**config.mk**
```make
export PLATFORM = sky130hd
export DESIGN_NAME = cursor_position_match
export DESIGN_NICKNAME = d
export VERILOG_FILES = /design/src/cursor_position_match_pkg.sv /design/src/cursor_position_match.sv
export VERILOG_INCLUDE_DIRS = /design/src /design/src/src
export SDC_FILE = /design/constraint.sdc
export NUM_CORES = 1
export LEC_CHECK = 0
export ABC_AREA = 1
export BUFFER_PORTS_ARGS = -buffer_cell sky130_fd_sc_hd__buf_4
export CORE_UTILIZATION = 46
export CTS_BUF_LIST = sky130_fd_sc_hd__clkbuf_4 sky130_fd_sc_hd__clkbuf_8
export CTS_CLUSTER_SIZE = 12
export DETAILED_ROUTE_END_ITERATION = 7
export GPL_ROUTABILITY_DRIVEN = 0
export PLACE_DENSITY = 0.79
export SYNTH_ARGS = -nofsm -noshare
export SYNTH_HDL_FRONTEND = slang
export SYNTH_SLANG_ARGS = --single-unit
export TNS_END_PERCENT = 100
```
**constraint.sdc**
```tcl
create_clock -name clk -period 1.83 [get_ports clk]
set_input_delay 0.183 -clock clk [delete_from_list [all_inputs] [get_ports clk]]
set_output_delay 0.183 -clock clk [all_outputs]
set_load 0.01 [all_outputs]
```
**src/cursor_position_match_defs.svh**
```systemverilog
// Offsets, field positions, reset values and widths for the cursor position match block.
// Assumes inclusion by bare name from the package and the design module.
`ifndef CURSOR_POSITION_MATCH_DEFS_SVH
`define CURSOR_POSITION_MATCH_DEFS_SVH

// Counter widths and decoded row end
`define COL_WIDTH 7
`define ROW_WIDTH 5
`define ROW_LAST_COUNT 26

// Register bus geometry
`define AXI_ADDR_WIDTH 4
`define AXI_DATA_WIDTH 32

// Register byte offsets
`define POSITION_OFS 4'h0
`define STATUS_OFS 4'h4
`define CONTROL_OFS 4'h8

// Position register fields
`define POS_COL_LSB 0
`define POS_ROW_LSB 8

// Status register fields
`define STAT_CMATCH_LSB 0
`define STAT_RMATCH_LSB 8
`define STAT_TOP_BIT 16
`define STAT_BOTTOM_BIT 17
`define STAT_RHIT_BIT 18
`define STAT_CHIT_N_BIT 19

// Control register fields and reset value
`define CTRL_KEY_EN_BIT 0
`define CTRL_RESET 1'h1

`endif

```
**src/cursor_position_match_pkg.sv**
```systemverilog
// Types shared by the cursor position match block.
// Assumes the defs header sits in the include path.
`include "cursor_position_match_defs.svh"

package cursor_position_match_pkg;

   // Bus answer codes
   typedef enum logic [1:0] {
      RESP_OKAY = 2'h0,
      RESP_SLVERR = 2'h2
   } axi_resp_t;

   // Direction in which a cursor step moves the row counter
   typedef enum logic [1:0] {
      DIR_DOWN = 2'h1,
      DIR_UP = 2'h2
   } step_dir_t;

endpackage : cursor_position_match_pkg

```
**src/cursor_position_match.sv**
```systemverilog
// Cursor position match logic: column and row match counters, column preset path,
// row up/down counter with control and end decode, plus an AXI4-Lite register slave.
// Assumes all strobes and phase pulses are one clk cycle wide and synchronous to clk.
//
// Overview of operation
// Column match load stores complement of cursor column each sweep.
// That load also sets the extra top bit, so column hit reads high.
// Refresh side delivers column steps during unblanked sweep, 100 ns every 700 ns; the bench model gives one-clk steps every other clk.
// Column steps count only while refresh pass enable is one.
// Each step increments; rolling past all ones drives column hit low.
// In skip refresh the load still happens but steps are inhibited; value held.
// Restore saved cursor routes held column match value toward column counter.
// Host column load drives inverted host column bits onto preset lines.
// Restore saved cursor with phase four gates match count onto preset lines.
// Preset lines are active low, carrying complement of the loaded column.
// Cursor row lives in a 5-bit up/down counter, exported to other logic.
// Row end decode flags row zero and row 26.
// Row next increments, row previous decrements, once per cursor step.
// Host row next with host step pulse makes an incrementing step.
// Keyboard row moves act only with sequencer slot four.
// Keyboard down ignored at row 26, keyboard up ignored at row zero.
// Host row load drives row counter load output low.
// Line delete roll or restore passes phase four to row load output.
// Row match input: low four row bits via inverters, top bit from inverted output.
// Row match load stores that complemented row at field start.
// Row match counter advances on trailing edge of each row match gate.
// Row match outputs all high while refreshed line equals cursor row.
// Cursor column is a 7-bit value; its complement moves through the paths.
// Column wrap forward steps row down, column wrap back steps row up.
// Everything runs on clk with pulses used as one-cycle enables.
`timescale 1ns/100ps
`include "cursor_position_match_defs.svh"

module cursor_position_match
   import cursor_position_match_pkg::*;
#(
   parameter int COL_W = `COL_WIDTH,
   parameter int ROW_W = `ROW_WIDTH,
   parameter int ROW_LAST = `ROW_LAST_COUNT
) (
   input wire logic clk,
   input wire logic rst_b,
   // Column side
   input wire logic [COL_W-1:0] cursor_column,
   input wire logic column_match_load,
   input wire logic column_match_step,
   input wire logic refresh_pass_en,
   input wire logic restore_saved_cursor,
   input wire logic phase_four_pulse,
   input wire logic phase_three_pulse,
   input wire logic host_column_load,
   input wire logic [COL_W-1:0] host_column_bits,
   input wire logic column_wrap_forward,
   input wire logic column_wrap_back,
   // Row side
   input wire logic row_next,
   input wire logic row_previous,
   input wire logic host_row_next,
   input wire logic host_step_pulse,
   input wire logic key_row_up,
   input wire logic key_row_down_return,
   input wire logic sequencer_slot_four,
   input wire logic host_row_load,
   input wire logic [ROW_W-1:0] host_row_bits,
   input wire logic line_delete_restore,
   input wire logic row_match_load,
   input wire logic row_match_gate,
   // Outputs
   output logic column_hit_n,
   output logic [COL_W-1:0] column_preset_n,
   output logic column_preset_strobe,
   output logic [ROW_W-1:0] cursor_row,
   output logic row_at_top,
   output logic row_at_bottom,
   output logic row_counter_load_n,
   output logic cursor_step_pulse,
   output logic [ROW_W-1:0] row_match_count,
   output logic row_match_hit,
   // AXI4-Lite slave
   input wire logic [`AXI_ADDR_WIDTH-1:0] s_axi_awaddr,
   input wire logic s_axi_awvalid,
   output logic s_axi_awready,
   input wire logic [`AXI_DATA_WIDTH-1:0] s_axi_wdata,
   input wire logic [3:0] s_axi_wstrb,
   input wire logic s_axi_wvalid,
   output logic s_axi_wready,
   output logic [1:0] s_axi_bresp,
   output logic s_axi_bvalid,
   input wire logic s_axi_bready,
   input wire logic [`AXI_ADDR_WIDTH-1:0] s_axi_araddr,
   input wire logic s_axi_arvalid,
   output logic s_axi_arready,
   output logic [`AXI_DATA_WIDTH-1:0] s_axi_rdata,
   output logic [1:0] s_axi_rresp,
   output logic s_axi_rvalid,
   input wire logic s_axi_rready
);

   localparam int CM_W = COL_W + 1;
   localparam logic [CM_W-1:0] CM_ONE = CM_W'(1);
   localparam logic [ROW_W-1:0] ROW_ONE = ROW_W'(1);
   localparam logic [ROW_W-1:0] ROW_END = ROW_W'(ROW_LAST);

   // Elaboration check on widths the fields and decode can hold
   if (COL_W < 1 || COL_W > 8 || ROW_W < 2 || ROW_W > 8 || ROW_LAST < 1 || ROW_LAST >= (1 << ROW_W)) begin : g_chk
      $error("cursor_position_match: unsupported width or row end");
   end

   // ---------------- State ----------------
   logic [CM_W-1:0] column_match_r, column_match_nxt;
   logic [COL_W-1:0] column_preset_n_r, column_preset_n_nxt;
   logic column_preset_strobe_r, column_preset_strobe_nxt;
   logic column_hit_n_r, column_hit_n_nxt;
   logic [ROW_W-1:0] cursor_row_r, cursor_row_nxt;
   logic row_at_top_r, row_at_top_nxt;
   logic row_at_bottom_r, row_at_bottom_nxt;
   logic row_counter_load_n_r, row_counter_load_n_nxt;
   logic cursor_step_pulse_r, cursor_step_pulse_nxt;
   logic [ROW_W-1:0] row_match_r, row_match_nxt;
   logic row_match_hit_r, row_match_hit_nxt;
   logic row_gate_prev_r;
   logic key_enable_r, key_enable_nxt;
   // Bus state
   logic aw_held_r, aw_held_nxt, w_held_r, w_held_nxt;
   logic [`AXI_ADDR_WIDTH-1:0] awaddr_r, awaddr_nxt;
   logic [`AXI_DATA_WIDTH-1:0] wdata_r, wdata_nxt;
   logic [3:0] wstrb_r, wstrb_nxt;
   logic awready_r, awready_nxt, wready_r, wready_nxt;
   logic bvalid_r, bvalid_nxt;
   axi_resp_t bresp_r, bresp_nxt;
   logic arready_r, arready_nxt, rvalid_r, rvalid_nxt;
   logic [`AXI_DATA_WIDTH-1:0] rdata_r, rdata_nxt;
   axi_resp_t rresp_r, rresp_nxt;

   // Decoded write effects on the cursor logic
   logic sw_col_wr, sw_row_wr;
   logic [`AXI_ADDR_WIDTH-1:0] wr_addr;
   logic [`AXI_DATA_WIDTH-1:0] wr_data;
   logic [3:0] wr_strb;
   logic do_write;

   // ---------------- Register bus ----------------
   // Address and data are taken in either order; response follows both
   always_comb begin
      aw_held_nxt = aw_held_r | (s_axi_awvalid & awready_r);
      w_held_nxt = w_held_r | (s_axi_wvalid & wready_r);
      awaddr_nxt = (s_axi_awvalid & awready_r) ? s_axi_awaddr : awaddr_r;
      wdata_nxt = (s_axi_wvalid & wready_r) ? s_axi_wdata : wdata_r;
      wstrb_nxt = (s_axi_wvalid & wready_r) ? s_axi_wstrb : wstrb_r;
      wr_addr = awaddr_nxt;
      wr_data = wdata_nxt;
      wr_strb = wstrb_nxt;
      do_write = aw_held_nxt & w_held_nxt;
      sw_col_wr = 1'h0;
      sw_row_wr = 1'h0;
      key_enable_nxt = key_enable_r;
      bresp_nxt = bresp_r;
      if (do_write) begin
         aw_held_nxt = 1'h0;
         w_held_nxt = 1'h0;
         bresp_nxt = RESP_OKAY;
         if (wr_addr == `POSITION_OFS) begin
            sw_col_wr = wr_strb[0];
            sw_row_wr = wr_strb[1];
         end else if (wr_addr == `CONTROL_OFS) begin
            if (wr_strb[0]) begin
               key_enable_nxt = wr_data[`CTRL_KEY_EN_BIT];
            end
         end else if (wr_addr != `STATUS_OFS) begin
            bresp_nxt = RESP_SLVERR;
         end
      end
      bvalid_nxt = do_write | (bvalid_r & ~s_axi_bready);
      awready_nxt = ~aw_held_nxt & ~bvalid_nxt;
      wready_nxt = ~w_held_nxt & ~bvalid_nxt;
   end

   // Read path: one outstanding read, data one cycle after the address is taken
   always_comb begin
      rdata_nxt = rdata_r;
      rresp_nxt = rresp_r;
      if (s_axi_arvalid & arready_r) begin
         rdata_nxt = '0;
         rresp_nxt = RESP_OKAY;
         if (s_axi_araddr == `POSITION_OFS) begin
            rdata_nxt[`POS_COL_LSB +: COL_W] = cursor_column;
            rdata_nxt[`POS_ROW_LSB +: ROW_W] = cursor_row_r;
         end else if (s_axi_araddr == `STATUS_OFS) begin
            rdata_nxt[`STAT_CMATCH_LSB +: COL_W] = column_match_r[COL_W-1:0];
            rdata_nxt[`STAT_RMATCH_LSB +: ROW_W] = row_match_r;
            rdata_nxt[`STAT_TOP_BIT] = row_at_top_r;
            rdata_nxt[`STAT_BOTTOM_BIT] = row_at_bottom_r;
            rdata_nxt[`STAT_RHIT_BIT] = row_match_hit_r;
            rdata_nxt[`STAT_CHIT_N_BIT] = column_hit_n_r;
         end else if (s_axi_araddr == `CONTROL_OFS) begin
            rdata_nxt[`CTRL_KEY_EN_BIT] = key_enable_r;
         end else begin
            rresp_nxt = RESP_SLVERR;
         end
      end
      rvalid_nxt = (s_axi_arvalid & arready_r) | (rvalid_r & ~s_axi_rready);
      arready_nxt = ~rvalid_nxt;
   end

   // ---------------- Column match counter and preset path ----------------
   always_comb begin
      column_match_nxt = column_match_r;
      if (column_match_load) begin
         column_match_nxt = {1'h1, ~cursor_column};
      end else if (column_match_step & refresh_pass_en) begin
         column_match_nxt = column_match_r + CM_ONE;
      end
      column_hit_n_nxt = column_match_nxt[CM_W-1];
      // Preset lines carry the complement of the column being loaded
      column_preset_strobe_nxt = 1'h1;
      column_preset_n_nxt = column_preset_n_r;
      if (host_column_load) begin
         column_preset_n_nxt = ~host_column_bits;
      end else if (restore_saved_cursor & phase_four_pulse) begin
         column_preset_n_nxt = column_match_r[COL_W-1:0];
      end else if (sw_col_wr) begin
         column_preset_n_nxt = ~wr_data[`POS_COL_LSB +: COL_W];
      end else begin
         column_preset_strobe_nxt = 1'h0;
      end
   end

   // ---------------- Row control and row up/down counter ----------------
   logic key_up_ok, key_down_ok, up_cmd, down_cmd, host_step, row_load;
   step_dir_t dir;
   always_comb begin
      key_up_ok = key_row_up & sequencer_slot_four & ~row_at_top_r & key_enable_r;
      key_down_ok = key_row_down_return & sequencer_slot_four & ~row_at_bottom_r & key_enable_r;
      up_cmd = row_previous | column_wrap_back | key_up_ok;
      down_cmd = row_next | column_wrap_forward | key_down_ok;
      host_step = host_row_next & host_step_pulse;
      dir = (host_step | down_cmd) ? DIR_DOWN : DIR_UP;
      cursor_step_pulse_nxt = host_step | (phase_three_pulse & (up_cmd | down_cmd));
      row_load = host_row_load | (line_delete_restore & phase_four_pulse);
      row_counter_load_n_nxt = ~row_load;
      cursor_row_nxt = cursor_row_r;
      if (host_row_load) begin
         cursor_row_nxt = host_row_bits;
      end else if (row_load) begin
         // Undo the match counter's complement to get the saved row back
         cursor_row_nxt = ~row_match_r;
      end else if (sw_row_wr) begin
         cursor_row_nxt = wr_data[`POS_ROW_LSB +: ROW_W];
      end else if (cursor_step_pulse_nxt) begin
         case (dir)
            DIR_DOWN: cursor_row_nxt = cursor_row_r + ROW_ONE;
            default: cursor_row_nxt = cursor_row_r - ROW_ONE;
         endcase
      end
      row_at_top_nxt = (cursor_row_nxt == '0);
      row_at_bottom_nxt = (cursor_row_nxt == ROW_END);
   end

   // ---------------- Row match counter ----------------
   always_comb begin
      row_match_nxt = row_match_r;
      if (row_match_load) begin
         row_match_nxt = ~cursor_row_r;
      end else if (row_gate_prev_r & ~row_match_gate) begin
         row_match_nxt = row_match_r + ROW_ONE;
      end
      row_match_hit_nxt = &row_match_nxt;
   end

   // ---------------- Registers ----------------
   // Single clock, synchronous active-low reset
   always_ff @(posedge clk) begin
      if (!rst_b) begin
         column_match_r <= {1'h1, {COL_W{1'h0}}};
         column_hit_n_r <= 1'h1;
         column_preset_n_r <= '1;
         column_preset_strobe_r <= 1'h0;
         cursor_row_r <= '0;
         row_at_top_r <= 1'h1;
         row_at_bottom_r <= 1'h0;
         row_counter_load_n_r <= 1'h1;
         cursor_step_pulse_r <= 1'h0;
         row_match_r <= '0;
         row_match_hit_r <= 1'h0;
         row_gate_prev_r <= 1'h0;
         key_enable_r <= `CTRL_RESET;
         aw_held_r <= 1'h0;
         w_held_r <= 1'h0;
         awaddr_r <= '0;
         wdata_r <= '0;
         wstrb_r <= '0;
         awready_r <= 1'h0;
         wready_r <= 1'h0;
         bvalid_r <= 1'h0;
         bresp_r <= RESP_OKAY;
         arready_r <= 1'h0;
         rvalid_r <= 1'h0;
         rdata_r <= '0;
         rresp_r <= RESP_OKAY;
      end else begin
         column_match_r <= column_match_nxt;
         column_hit_n_r <= column_hit_n_nxt;
         column_preset_n_r <= column_preset_n_nxt;
         column_preset_strobe_r <= column_preset_strobe_nxt;
         cursor_row_r <= cursor_row_nxt;
         row_at_top_r <= row_at_top_nxt;
         row_at_bottom_r <= row_at_bottom_nxt;
         row_counter_load_n_r <= row_counter_load_n_nxt;
         cursor_step_pulse_r <= cursor_step_pulse_nxt;
         row_match_r <= row_match_nxt;
         row_match_hit_r <= row_match_hit_nxt;
         row_gate_prev_r <= row_match_gate;
         key_enable_r <= key_enable_nxt;
         aw_held_r <= aw_held_nxt;
         w_held_r <= w_held_nxt;
         awaddr_r <= awaddr_nxt;
         wdata_r <= wdata_nxt;
         wstrb_r <= wstrb_nxt;
         awready_r <= awready_nxt;
         wready_r <= wready_nxt;
         bvalid_r <= bvalid_nxt;
         bresp_r <= bresp_nxt;
         arready_r <= arready_nxt;
         rvalid_r <= rvalid_nxt;
         rdata_r <= rdata_nxt;
         rresp_r <= rresp_nxt;
      end
   end

   // Outputs straight from flip-flops
   assign column_hit_n = column_hit_n_r;
   assign column_preset_n = column_preset_n_r;
   assign column_preset_strobe = column_preset_strobe_r;
   assign cursor_row = cursor_row_r;
   assign row_at_top = row_at_top_r;
   assign row_at_bottom = row_at_bottom_r;
   assign row_counter_load_n = row_counter_load_n_r;
   assign cursor_step_pulse = cursor_step_pulse_r;
   assign row_match_count = row_match_r;
   assign row_match_hit = row_match_hit_r;
   assign s_axi_awready = awready_r;
   assign s_axi_wready = wready_r;
   assign s_axi_bvalid = bvalid_r;
   assign s_axi_bresp = bresp_r;
   assign s_axi_arready = arready_r;
   assign s_axi_rvalid = rvalid_r;
   assign s_axi_rdata = rdata_r;
   assign s_axi_rresp = rresp_r;
endmodule : cursor_position_match

```
-- Word level (Yosys, flattened, before mapping)
Index checks and enable logic that the tools add are counted.
- flip-flop bits (word level): 79
- input port bits: 90
- word-level logic and storage cells: 133
- $add $sub $neg: 4
- equality and inequality tests: 6
- muxes and demuxes: 39
- bitwise gates (word level): 49
- reduce and logical (&&, ||, !) cells: 8
- operators by type and width (kind ; number):
    2-to-1 mux 5 bit ; 9
    2-to-1 mux 7 bit ; 6
    inverter 7 bit ; 3
    AND 1 bit ; 20
    2-to-1 mux 2 bit ; 8
    2-to-1 mux 13 bit ; 1
    2-to-1 mux 4 bit ; 3
    inverter 1 bit ; 12
    OR 1 bit ; 12
    2-to-1 mux 1 bit ; 11
    adder 5 x 1 -> 5 bit, second input constant ; 2
    inverter 5 bit ; 2
    adder 8 x 1 -> 8 bit, second input constant ; 1
    == test 4 bit, second input constant ; 2
    logical NOT 4 bit ; 2
    2-to-1 mux 6 bit ; 1
    == test 5 bit, second input constant ; 1
    logical NOT 5 bit ; 1
    AND reduction 5 bit ; 1
    subtractor 5 x 1 -> 5 bit, second input constant ; 1
    == test 4 x 3 -> 1 bit, second input constant ; 1
    != test 4 x 3 -> 1 bit, second input constant ; 1
    AND reduction 4 bit ; 1
    nonzero test 3 bit ; 1
    other kinds (3) ; 3

-- Depth between registers and ports, before layout
Gate-level depths: netlist of the first run.
- depth in word-level cells: 13
- gate-level depth with buffers: 20

-- Worst setup path after synthesis of the first run
No wires, ideal clock.
- path type: register to register
- from: register row_at_bottom_r (netlist: row_at_bottom)
- to: register row_at_top_r (netlist: row_at_top)
- setup time: 0.126 ns
- data arrival time: 1.626 ns
- required time: 1.704 ns
- slack: 0.078 ns
- cell stages (with the launch flop): 19
- cells stage by stage: dfxtp_1 > nor2_1 > nand2_1 > nand3_1 > nand2_1 > inv_1 > ha_1 > inv_1 > nand2_1 > nand2_1 > nand3_1 > nand2_1 > nand2_1 > nand2_1 > nand2_1 > nand2_1 > nand2_1 > nand4_1 > nand2_1
- cells in the longest elaborated chain, start to end: 13
- elaborated cells between the ends (all ways): 16
- those cells by class: 1 x eq/ne; 6 x mux; 8 x bitwise; 1 x reduce/logical
- ends and longest elaborated chain (element ; line ; RTL):
    from (decl) ; cursor_position_match.sv:116 ; logic row_at_bottom_r, row_at_bottom_nxt;
    from (signal assigned) ; cursor_position_match.sv:307 ; row_at_bottom_r <= row_at_bottom_nxt;
    inverter 1 bit * ; cursor_position_match.sv:233 ; key_down_ok = key_row_down_return & sequencer_slot_four & ~row_at_bottom_r & key_enable_r;
    AND 1 bit * (2 in series) ; cursor_position_match.sv:233 ;
    OR 1 bit * ; cursor_position_match.sv:235 ; down_cmd = row_next | column_wrap_forward | key_down_ok;
    OR 1 bit ; cursor_position_match.sv:237 ; dir = (host_step | down_cmd) ? DIR_DOWN : DIR_UP;
    2-to-1 mux 2 bit ; cursor_position_match.sv:237 ;
    == test 2 x 1 -> 1 bit ; cursor_position_match.sv:250 ; case (dir)
    2-to-1 mux 5 bit ; cursor_position_match.sv:250 ;
    2-to-1 mux 5 bit * ; cursor_position_match.sv:249 ; end else if (cursor_step_pulse_nxt) begin
    2-to-1 mux 5 bit * ; cursor_position_match.sv:247 ; end else if (sw_row_wr) begin
    2-to-1 mux 5 bit * ; cursor_position_match.sv:244 ; end else if (row_load) begin
    2-to-1 mux 5 bit * ; cursor_position_match.sv:242 ; if (host_row_load) begin
    logical NOT 5 bit * ; cursor_position_match.sv:255 ; row_at_top_nxt = (cursor_row_nxt == '0);
    to (signal assigned) ; cursor_position_match.sv:306 ; row_at_top_r <= row_at_top_nxt;
    to (decl) ; cursor_position_match.sv:115 ; logic row_at_top_r, row_at_top_nxt;
Every way passes the cells marked *; elsewhere a longest branch is shown, timed or not.
A chain may end at the register's enable or synchronous reset.

-- Worst setup path after layout of the first run
Same ends and word-level chain as after synthesis.

==> flow_summary.toml, run 1 <==
[outcome]
status = "complete, no violations"

[sta]
fin_crit_ps = 1820
rsz0062_at_grt = "true"
drv_slew = 0
tightestPinTransition_ps = 543
slew_headroom_pct = 63.8
setup_viol = 0
finalHoldViolations = 0
timing.fmax_ghz = 0.550
finalCritPeriodShare_pct = 99.4
skew_ps = 17.8

[finish]
multi_input_area_um2 = 2030
most-common-layout-cells = "135 x buf_4, 93 x nand2_1, 84 x inv_1"
layout_commonest_cell = "buf_4"
final_util_pct = 64.4
antenna_cells = 0
drive_gt1_share_pct = 30.8
fillers = 733
syn_to_final_growth_pct = 35.0
layout.nets = 796
seq_area_um2 = 1530

[synthesis]
synth_top_area_share_pct = 38.8
yosysTopAreaCell = "dfxtp_1"
synth_warnings = 0
ys.flop_type = "dfxtp_1"
syn_avg_cell_area_um2 = 6.83
synth-edff-count = 0
ys_types = 36
synth-async-reset-ratio_pct = 0
syn-cell-area_um2 = 3920
ys_ff_latch = 76
yosys-top-cells-area = "dfxtp_1 39%, nand2_1 10%, inv_1 8.3%"
synth-seq-area-share_pct = 38.8
synth_cells = 574

[pwr]
total_power_mw = 4.22
combPwrFrac_pct = 21.4
clkPwrFrac_pct = 34.9
powerDensity_nw_per_um2 = 797
peakVddDrop_mv = 0.490
netSwitchingFraction_pct = 28.7
p_leak_nw = 2.74
p_sw_mw = 1.21
seqPwrFrac_pct = 43.8
p_int_mw = 3.01

[critical_path]
crit_top_cell = "nand2_1"
arrival_ps = 2060
critPathSlowestCell = "dfxtp_2"
path_cells = "buf_4 > inv_1 > nand2_1 > nor2_2 > nor2_2 > nand2_2 > nand2_4 > nor2_4 > nand3_2 > nand2_1 > nand2_1 > nand2_1 > nand2_1 > nand2_1 > nand2_1 > nand4_1 > nand2_1"
worstSetupPathType = "reg -> reg"
cp-end-kind = "register"
cp_max_fo = 7
crit_buf_inv = 2
cp.required_ps = 2070
start_kind = "register"
crit_family = "simple AND/OR/NAND/NOR gates"
max_stage_delay_ps = 340

[grt]
track_usage_pct = 24.3
grt_pass1_vias = 3693
overflow = 0
grt_pass1_wl_um = 16800
grt_max_degree = 36
antenna_found_initial = 0

[clocking]
cts_root_buf = "clkbuf_8"
clkLatencyLatePin_ps = 350
cts_buffers = 9
cts.sinks = 76
clk_pin_slew_worst_paths_ps = 90
htree_num_levels = 3
tritoncts = "built"
clk_path_buf_depth = 2

[routing]
top_layer = "met4"
drtIter0Drc = 188
finalWirelength_um = 10700
via_per_inst = 5.01
postRouteAntennaNets = 0
m1WireLength_um = 4720
post-route-drc-count = 0
vias = 4072
firstDrtPassIters = 5
met3_length_um = 696
wl_met2_um = 5060
wl_per_cell_um = 13.2

[place]
io_buffers = 114
dp_hpwl_um = 7870

[die]
die_width_um = 94.3
die_area_um2 = 8890
rows = 33
core_area_um2 = 8220
pin_count = 155
initial_core_util_pct = 47.7
fp.dieH_um = 94.3

[min_path]
hold_class = "in -> reg"

[flow_run]
maxCapViolCount = 0
-- tightest hold or removal path: cells and delay by family --
kind	cells	cell delay (ps)
AND/OR/NAND/NOR	1	40
buffers and inverters	2	120
-- Yosys cell counts (2+ instances only) --
| library cell | instances |
|---|---|
| nand2_2 | 9 |
| buf_4 | 18 |
| inv_1 | 87 |
| ha_1 | 3 |
| xor2_1 | 4 |
| nand2_1 | 109 |
| or2_2 | 12 |
| nor2_1 | 85 |
| a211oi_1 | 5 |
| o211ai_1 | 2 |
| clkbuf_1 | 16 |
| dfxtp_1 | 76 |
| a21oi_1 | 19 |
| a31oi_1 | 7 |
| nand2_4 | 2 |
| o21ai_0 | 44 |
| o221ai_1 | 13 |
| nor3_1 | 6 |
| nand4_1 | 3 |
| mux2i_1 | 6 |
| inv_2 | 3 |
| nand3_1 | 31 |
-- registers in the layout (all words and copies together) (netlist names), 2 cells and up --
signal           cells
awaddr_r             4
column_match_r       8
column_preset_n      7
cursor_row           5
row_match_count      5
s_axi_rdata         16
wdata_r             12
wstrb_r              2
-- cells by family after synthesis --
family / share of synthesized area [%]
buffers and inverters: 14.0
xor gates and xnor gates: 0.894
and+or+nand+nor: 29.9
AOI/OAI and AO/OA: 13.8
other: 0.0957
muxes: 1.53
adders and majority gates: 0.958
DFF: 38.8
-- timing repair --
item	in CTS	in global routing
hold buffers	0	0
pin swaps	9	12
setup buffers	4	6
setup endpoints to repair	2	13
gates resized for setup	15	28
-- per-stage QoR --
stage | instances | hold slack [ps] | TNS [ps] | area (um^2) | setup WS (ps)
final | 813 | 12.8 | 0 | 5290 | 11.8
after global placement | 788 | 377 | 0 | 4870 | 13.9
after floorplan | 591 | 276 | 0 | 3980 | 78.4
after global routing | 813 | 23.6 | -447 | 5290 | -180
after detailed placement | 788 | 381 | -199 | 4870 | -112
after CTS | 808 | 12.5 | 0 | 5160 | 0.0357
-- worst paths after layout --
path / from / endpoint / slack (ps) / cells past startpoint
max: row_at_bottom / row_at_top / 10 / 17
min: row_match_gate / row_gate_prev_r / 10 / 3
min reg2reg: wstrb_r[1] / wstrb_r[1] / 480 / 2
max reg2reg: row_at_bottom / row_at_top / 10 / 17
-- layer usage --
metal,vias up,track usage [%]
met4,0,10.1
met1,1869,31.4
met5,-,0
li1,2041,-
met2,142,39.4
met3,20,4.85
-- power groups by stage --
stage	Combinational [mW]	Clock (mW)	Sequential, mW
final	0.902	1.47	1.85
after global routing	1.00	1.55	1.86
after CTS	0.859	1.47	1.84
after detailed placement	0.834	0	1.88
after global placement	0.811	0	1.87
after floorplan	0.480	0	1.90
-- area by class of cell --
type / instances / share of cell area [%]
multi-input cells: 388 / 38.4
flip-flops and latches: 76 / 28.8
repair buffers: 136 / 19.4
inverters: 92 / 6.62
clock buffers: 12 / 2.88
well taps: 105 / 2.48
clock inverters: 4 / 1.37
Power figures use the tool's default switching activity.
==> inputs of run 2 (changes only) <==
--- a/config.mk
+++ b/config.mk
@@ -8,12 +8,12 @@
 export LEC_CHECK = 0
 export ABC_AREA = 1
 export BUFFER_PORTS_ARGS = -buffer_cell sky130_fd_sc_hd__buf_4
-export CORE_UTILIZATION = 46
-export CTS_BUF_LIST = sky130_fd_sc_hd__clkbuf_4 sky130_fd_sc_hd__clkbuf_8
+export CORE_UTILIZATION = 44
+export CTS_BUF_LIST = sky130_fd_sc_hd__clkbuf_16
 export CTS_CLUSTER_SIZE = 12
 export DETAILED_ROUTE_END_ITERATION = 7
 export GPL_ROUTABILITY_DRIVEN = 0
-export PLACE_DENSITY = 0.79
+export PLACE_DENSITY = 0.76
 export SYNTH_ARGS = -nofsm -noshare
 export SYNTH_HDL_FRONTEND = slang
 export SYNTH_SLANG_ARGS = --single-unit
==> run 2 against run 1 <==
  * The run now ends with setup timing left
  * Flip-flop and latch count unchanged
  * Final cell count increased by 0.25%
  * Via count increased by 0.83%
  * Sequential power about the same
  * Critical path depth increased by 2
  * Global-route usage decreased by 1.6 points
  * Hold slack improved by 28 ps
  * Utilization decreased by 2.7 points
  * Count of clock-buffer cells in the layout decreased by 3
  * First-iteration DRC count decreased by 12%
  * Largest power group unchanged
==> flow_summary.toml, run 2 (synthesis gave the netlist of run 1 again) <==
[finish]
layout.nets = 795
largest_register_ffs = 16
final_util_pct = 61.7
drive_gt1_share_pct = 31.4
layout_commonest_cell = "buf_4"
layout.cells.non_filler = 815
syn_to_final_growth_pct = 36.6
antenna_cells = 0
fillers = 779
multi_input_area_um2 = 2060
most-common-layout-cells = "135 x buf_4, 87 x nand2_1, 85 x inv_1"
seq_area_um2 = 1530

[die]
fp.dieH_um = 96.4
initial_core_util_pct = 45.2
die_area_um2 = 9290
core_area_um2 = 8680
pin_count = 155
die_width_um = 96.4
rows = 34

[flow_run]
maxCapViolCount = 0

[clocking]
clk_path_buf_depth = 2
htree_num_levels = 3
clkLatencyLatePin_ps = 330
holdBufCountCts = 0
tritoncts = "built"
cts.sinks = 76
clk_pin_slew_worst_paths_ps = 60
cts_root_buf = "clkbuf_16"
cts_buffers = 9

[sta]
finalHoldViolations = 0
finalCritPeriodShare_pct = 102
tightestPinTransition_ps = 569
drv_slew = 0
fin_crit_ps = 1860
fin_ws_ps = -28.9
fin_hold_ws_ps = 40.7
rsz0062_at_grt = "true"
timing.fmax_ghz = 0.538
setup_viol = 1
slew_headroom_pct = 62.0
skew_ps = 7.07

[grt]
antenna_found_initial = 0
grt_max_degree = 34
grt_pass1_wl_um = 16300
grt_pass1_vias = 3656
overflow = 0
track_usage_pct = 22.8

[critical_path]
cp_max_fo = 3
worstSetupPathType = "reg -> reg"
cp.required_ps = 2040
max_stage_delay_ps = 330
path_cells = "nor2_4 > nand2_4 > nand2_4 > nand2_4 > nand2_4 > inv_4 > ha_4 > inv_4 > nand2_4 > nand2_4 > nand3_2 > nand2_1 > nand2_1 > nand2_1 > nand2_2 > nand2_2 > nand2_2 > nand4_1 > nand2_1"
critPathSlowestCell = "dfxtp_2"
start_kind = "register"
crit_top_cell = "nand2_4"
cp-end-kind = "register"
arrival_ps = 2070
r2r_cells = 19

[place]
dp_hpwl_um = 7820
dp_cells = 792
io_buffers = 114
dp_slack_ps = -88.2

[routing]
via_per_inst = 5.04
firstDrtPassIters = 5
finalWirelength_um = 10900
vias = 4106
wl_per_cell_um = 13.4
postRouteAntennaNets = 0
post-route-drc-count = 0
drtIter0Drc = 166

[pwr]
p_leak_nw = 2.76
total_power_mw = 4.34
peakVddDrop_mv = 0.439
powerDensity_nw_per_um2 = 811

[outcome]
violations = "setup timing"
status = "finished, violations left"

[min_path]
hold_class = "in -> reg"
hold_depth = 3
## run 2: cell count changes in the layout (fill, tap and decap cells not counted), moves of 3 or more
cell,change
clkbuf_16,+9
clkbuf_8,-10
nand2_2,+4
nor2_2,+3
nand2_1,-6
## run 2: timing repair
action | 4_1_cts | 5_1_grt
endpoints found under the setup margin | 4 | 13
gates cloned | 0 | 0
buffers inserted | 5 | 2
pin swaps | 6 | 18
resized for setup | 14 | 41
## run 2: final timing paths
check / slack, ps / from / endpoint
max: -30 / row_at_bottom / row_at_top
min: 40 / row_match_gate / row_gate_prev_r
max reg2reg: -30 / row_at_bottom / row_at_top
min reg2reg: 470 / wstrb_r[1] / wstrb_r[1]
## run 2: final cells by class
type	count	share of cell area, %
Inverter	92	6.64
Sequential cell	76	28.5
Multi-Input combinational cell	388	38.5
Clock buffer	9	4.21
Tap cell	108	2.52
Clock inverter	7	0.678
Timing Repair Buffer	135	18.9
## run 2: through the flow
step / cell area [um^2] / setup TNS [ps]
6_report: 5350 / -28.9
2_1_floorplan: 3980 / 0
5_1_grt: 5350 / -253
3_5_place_dp: 4880 / -149
3_3_place_gp: 4880 / 0
4_1_cts: 5210 / -8.47
## run 2: routing by layer
layer	vias to the layer above	share of wire [%]	global-route usage [%]	wire length, um
met5	-	0	0	0
met4	0	2.7	8.46	294
met3	30	6.6	4.46	723
met2	168	48	37.7	5210
met1	1855	43	29.3	4690
li1	2053	-	-	-
## run 2: worst max-delay path: cells and delay by family (launching register included)
kind	cells	cell delay (ps)
adder cells (fa/ha/maj)	1	150
buffers and inverters	2	110
flip-flops	1	330
AND/OR/NAND/NOR	16	1160
## run 2: power breakdown
group	internal, mW	switching [mW]
clock	0.898	0.673
combinational	0.407	0.515
sequential	1.77	0.0763
==> inputs of run 3 (changes only) <==
--- a/config.mk
+++ b/config.mk
@@ -14,6 +14,7 @@
 export DETAILED_ROUTE_END_ITERATION = 7
 export GPL_ROUTABILITY_DRIVEN = 0
 export PLACE_DENSITY = 0.76
+export REMOVE_ABC_BUFFERS = 1
 export SYNTH_ARGS = -nofsm -noshare
 export SYNTH_HDL_FRONTEND = slang
 export SYNTH_SLANG_ARGS = --single-unit
==> run 3 against run 2 <==
  * The flow now finishes without violations
  * Utilization down 0.087 points
  * Critical path depth down 1
  * Via count down 1.4%
  * Count of clock-buffer cells in the layout unchanged
  * Largest cell class unchanged
==> flow_summary.toml, run 3 (synthesis gave the netlist of run 1 again) <==
[critical_path]
cp-end-kind = "register"
critPathSlowestCell = "dfxtp_2"
crit_top_cell = "nand2_2"
cp.required_ps = 2080
path_cells = "nor2_4 > nand2_4 > nand2_4 > nand2_2 > nand2_2 > inv_2 > ha_4 > inv_2 > nand2_2 > nand2_1 > nand3_1 > nand2_1 > nand2_2 > nand2_2 > nand2_2 > nor2_2 > nand4_1 > nor2_1"
start_kind = "register"
arrival_ps = 2070
cp_max_fo = 3
worstSetupPathType = "reg -> reg"
max_stage_delay_ps = 330
regToRegSetupSlack_ps = 20

[finish]
antenna_cells = 0
syn_to_final_growth_pct = 36.4
layout_commonest_cell = "buf_4"
largest_register_ffs = 16
most-common-layout-cells = "133 x buf_4, 93 x nand2_1, 85 x inv_1"
fillers = 772
layout.nets = 793
drive_gt1_share_pct = 30.5

[sta]
timing.fmax_ghz = 0.551
finalCritPeriodShare_pct = 99.1
rsz0062_at_grt = "true"
finalHoldViolations = 0
skew_ps = 6.76
setup_viol = 0
fin_crit_ps = 1810
fin_hold_ws_ps = 44.1
drv_slew = 0

[outcome]
status = "complete, no violations"

[die]
initial_core_util_pct = 45.2
pin_count = 155
die_area_um2 = 9290
rows = 34
fp.dieH_um = 96.4
core_area_um2 = 8680
die_width_um = 96.4

[routing]
wl_per_cell_um = 12.9
postRouteAntennaNets = 0
finalWirelength_um = 10500
via_per_inst = 4.98
vias = 4049
post-route-drc-count = 0
drtIter0Drc = 143
firstDrtPassIters = 5

[clocking]
holdBufCountCts = 0
htree_num_levels = 3
cts_buffers = 9
tritoncts = "built"
clk_pin_slew_worst_paths_ps = 60
clkLatencyLatePin_ps = 330
clk_path_buf_depth = 2
cts_root_buf = "clkbuf_16"
cts.sinks = 76

[grt]
grt_pass1_vias = 3672
track_usage_pct = 23.3
grt_max_degree = 41
antenna_found_initial = 0
overflow = 0
grt_pass1_wl_um = 16700

[pwr]
p_sw_mw = 1.24
netSwitchingFraction_pct = 27.0
powerDensity_nw_per_um2 = 857
seqPwrFrac_pct = 40.2
total_power_mw = 4.58
combPwrFrac_pct = 19.6
p_leak_nw = 2.77
p_int_mw = 3.35
clkPwrFrac_pct = 40.2
peakVddDrop_mv = 0.578

[min_path]
hold_class = "in -> reg"

[flow_run]
maxCapViolCount = 0

[place]
dp_hpwl_um = 7600
io_buffers = 114
run 3: cell types whose count changed in the layout (fill, tap and decap cells not counted), sizes merged:
cell / before / now
clkinv: 5 / 6
clkinvlp: 2 / 0
bufinv: 0 / 2
buf: 135 / 133
inv: 92 / 91
run 3: layer usage:
layer | vias to the layer above | GRT usage [%] | share of wire, %
li1 | 2036 | - | -
met1 | 1837 | 30.6 | 43
met2 | 156 | 38.4 | 47
met3 | 20 | 4.62 | 7.7
met4 | 0 | 7.72 | 2.0
met5 | - | 0 | 0
run 3: stage by stage:
step | setup slack (ps) | util, % | instance area [um^2] | TNS (ps) | instances
2_1_floorplan | 90.3 | - | 3780 | 0 | 556
3_3_place_gp | 15.6 | 56.0 | 4860 | 0 | 790
3_5_place_dp | -109 | 56.0 | 4860 | -199 | 790
4_1_cts | -27.1 | 60.5 | 5250 | -27.1 | 811
5_1_grt | -145 | 61.6 | 5350 | -360 | 813
6_report | 16.4 | 61.6 | 5350 | 0 | 813
run 3: critical path, delay by kind of cell, from the launching register on:
family,cells,cell delay [ps]
buffers and inverters,2,110
DFF,1,330
and+or+nand+nor,15,1150
adders and majority gates,1,150
run 3: worst paths after layout:
check                  from              end  depth (start not counted)
min reg2reg   row_match_hit  s_axi_rdata[18]                          2
min          row_match_gate  row_gate_prev_r                          3
max reg2reg   row_at_bottom    row_at_bottom                         18
max           row_at_bottom    row_at_bottom                         18
run 3: what timing repair did:
action                     4_1_cts  5_1_grt
setup endpoints to repair        4       13
pin swaps                       14       15
resized for setup               17       26
setup buffers                    6        2
run 3: power groups by stage:
stage / combinational (mW) / clock (mW) / sequential, mW
after CTS: 0.867 / 1.87 / 1.84
after detailed placement: 0.835 / 0 / 1.88
after global routing: 1.01 / 1.96 / 1.86
after floorplan: 0.431 / 0 / 1.90
after global placement: 0.815 / 0 / 1.87
final: 0.899 / 1.84 / 1.84
run 3: cell type report:
class | instances | area [um^2] | area share [%]
multi-input combinational | 388 | 2030 | 38.0
clock inverter | 7 | 82.6 | 1.54
timing repair buffer | 133 | 998 | 18.7
tap | 108 | 135 | 2.53
inverter | 92 | 350 | 6.55
clock buffer | 9 | 225 | 4.21
sequential | 76 | 1530 | 28.5
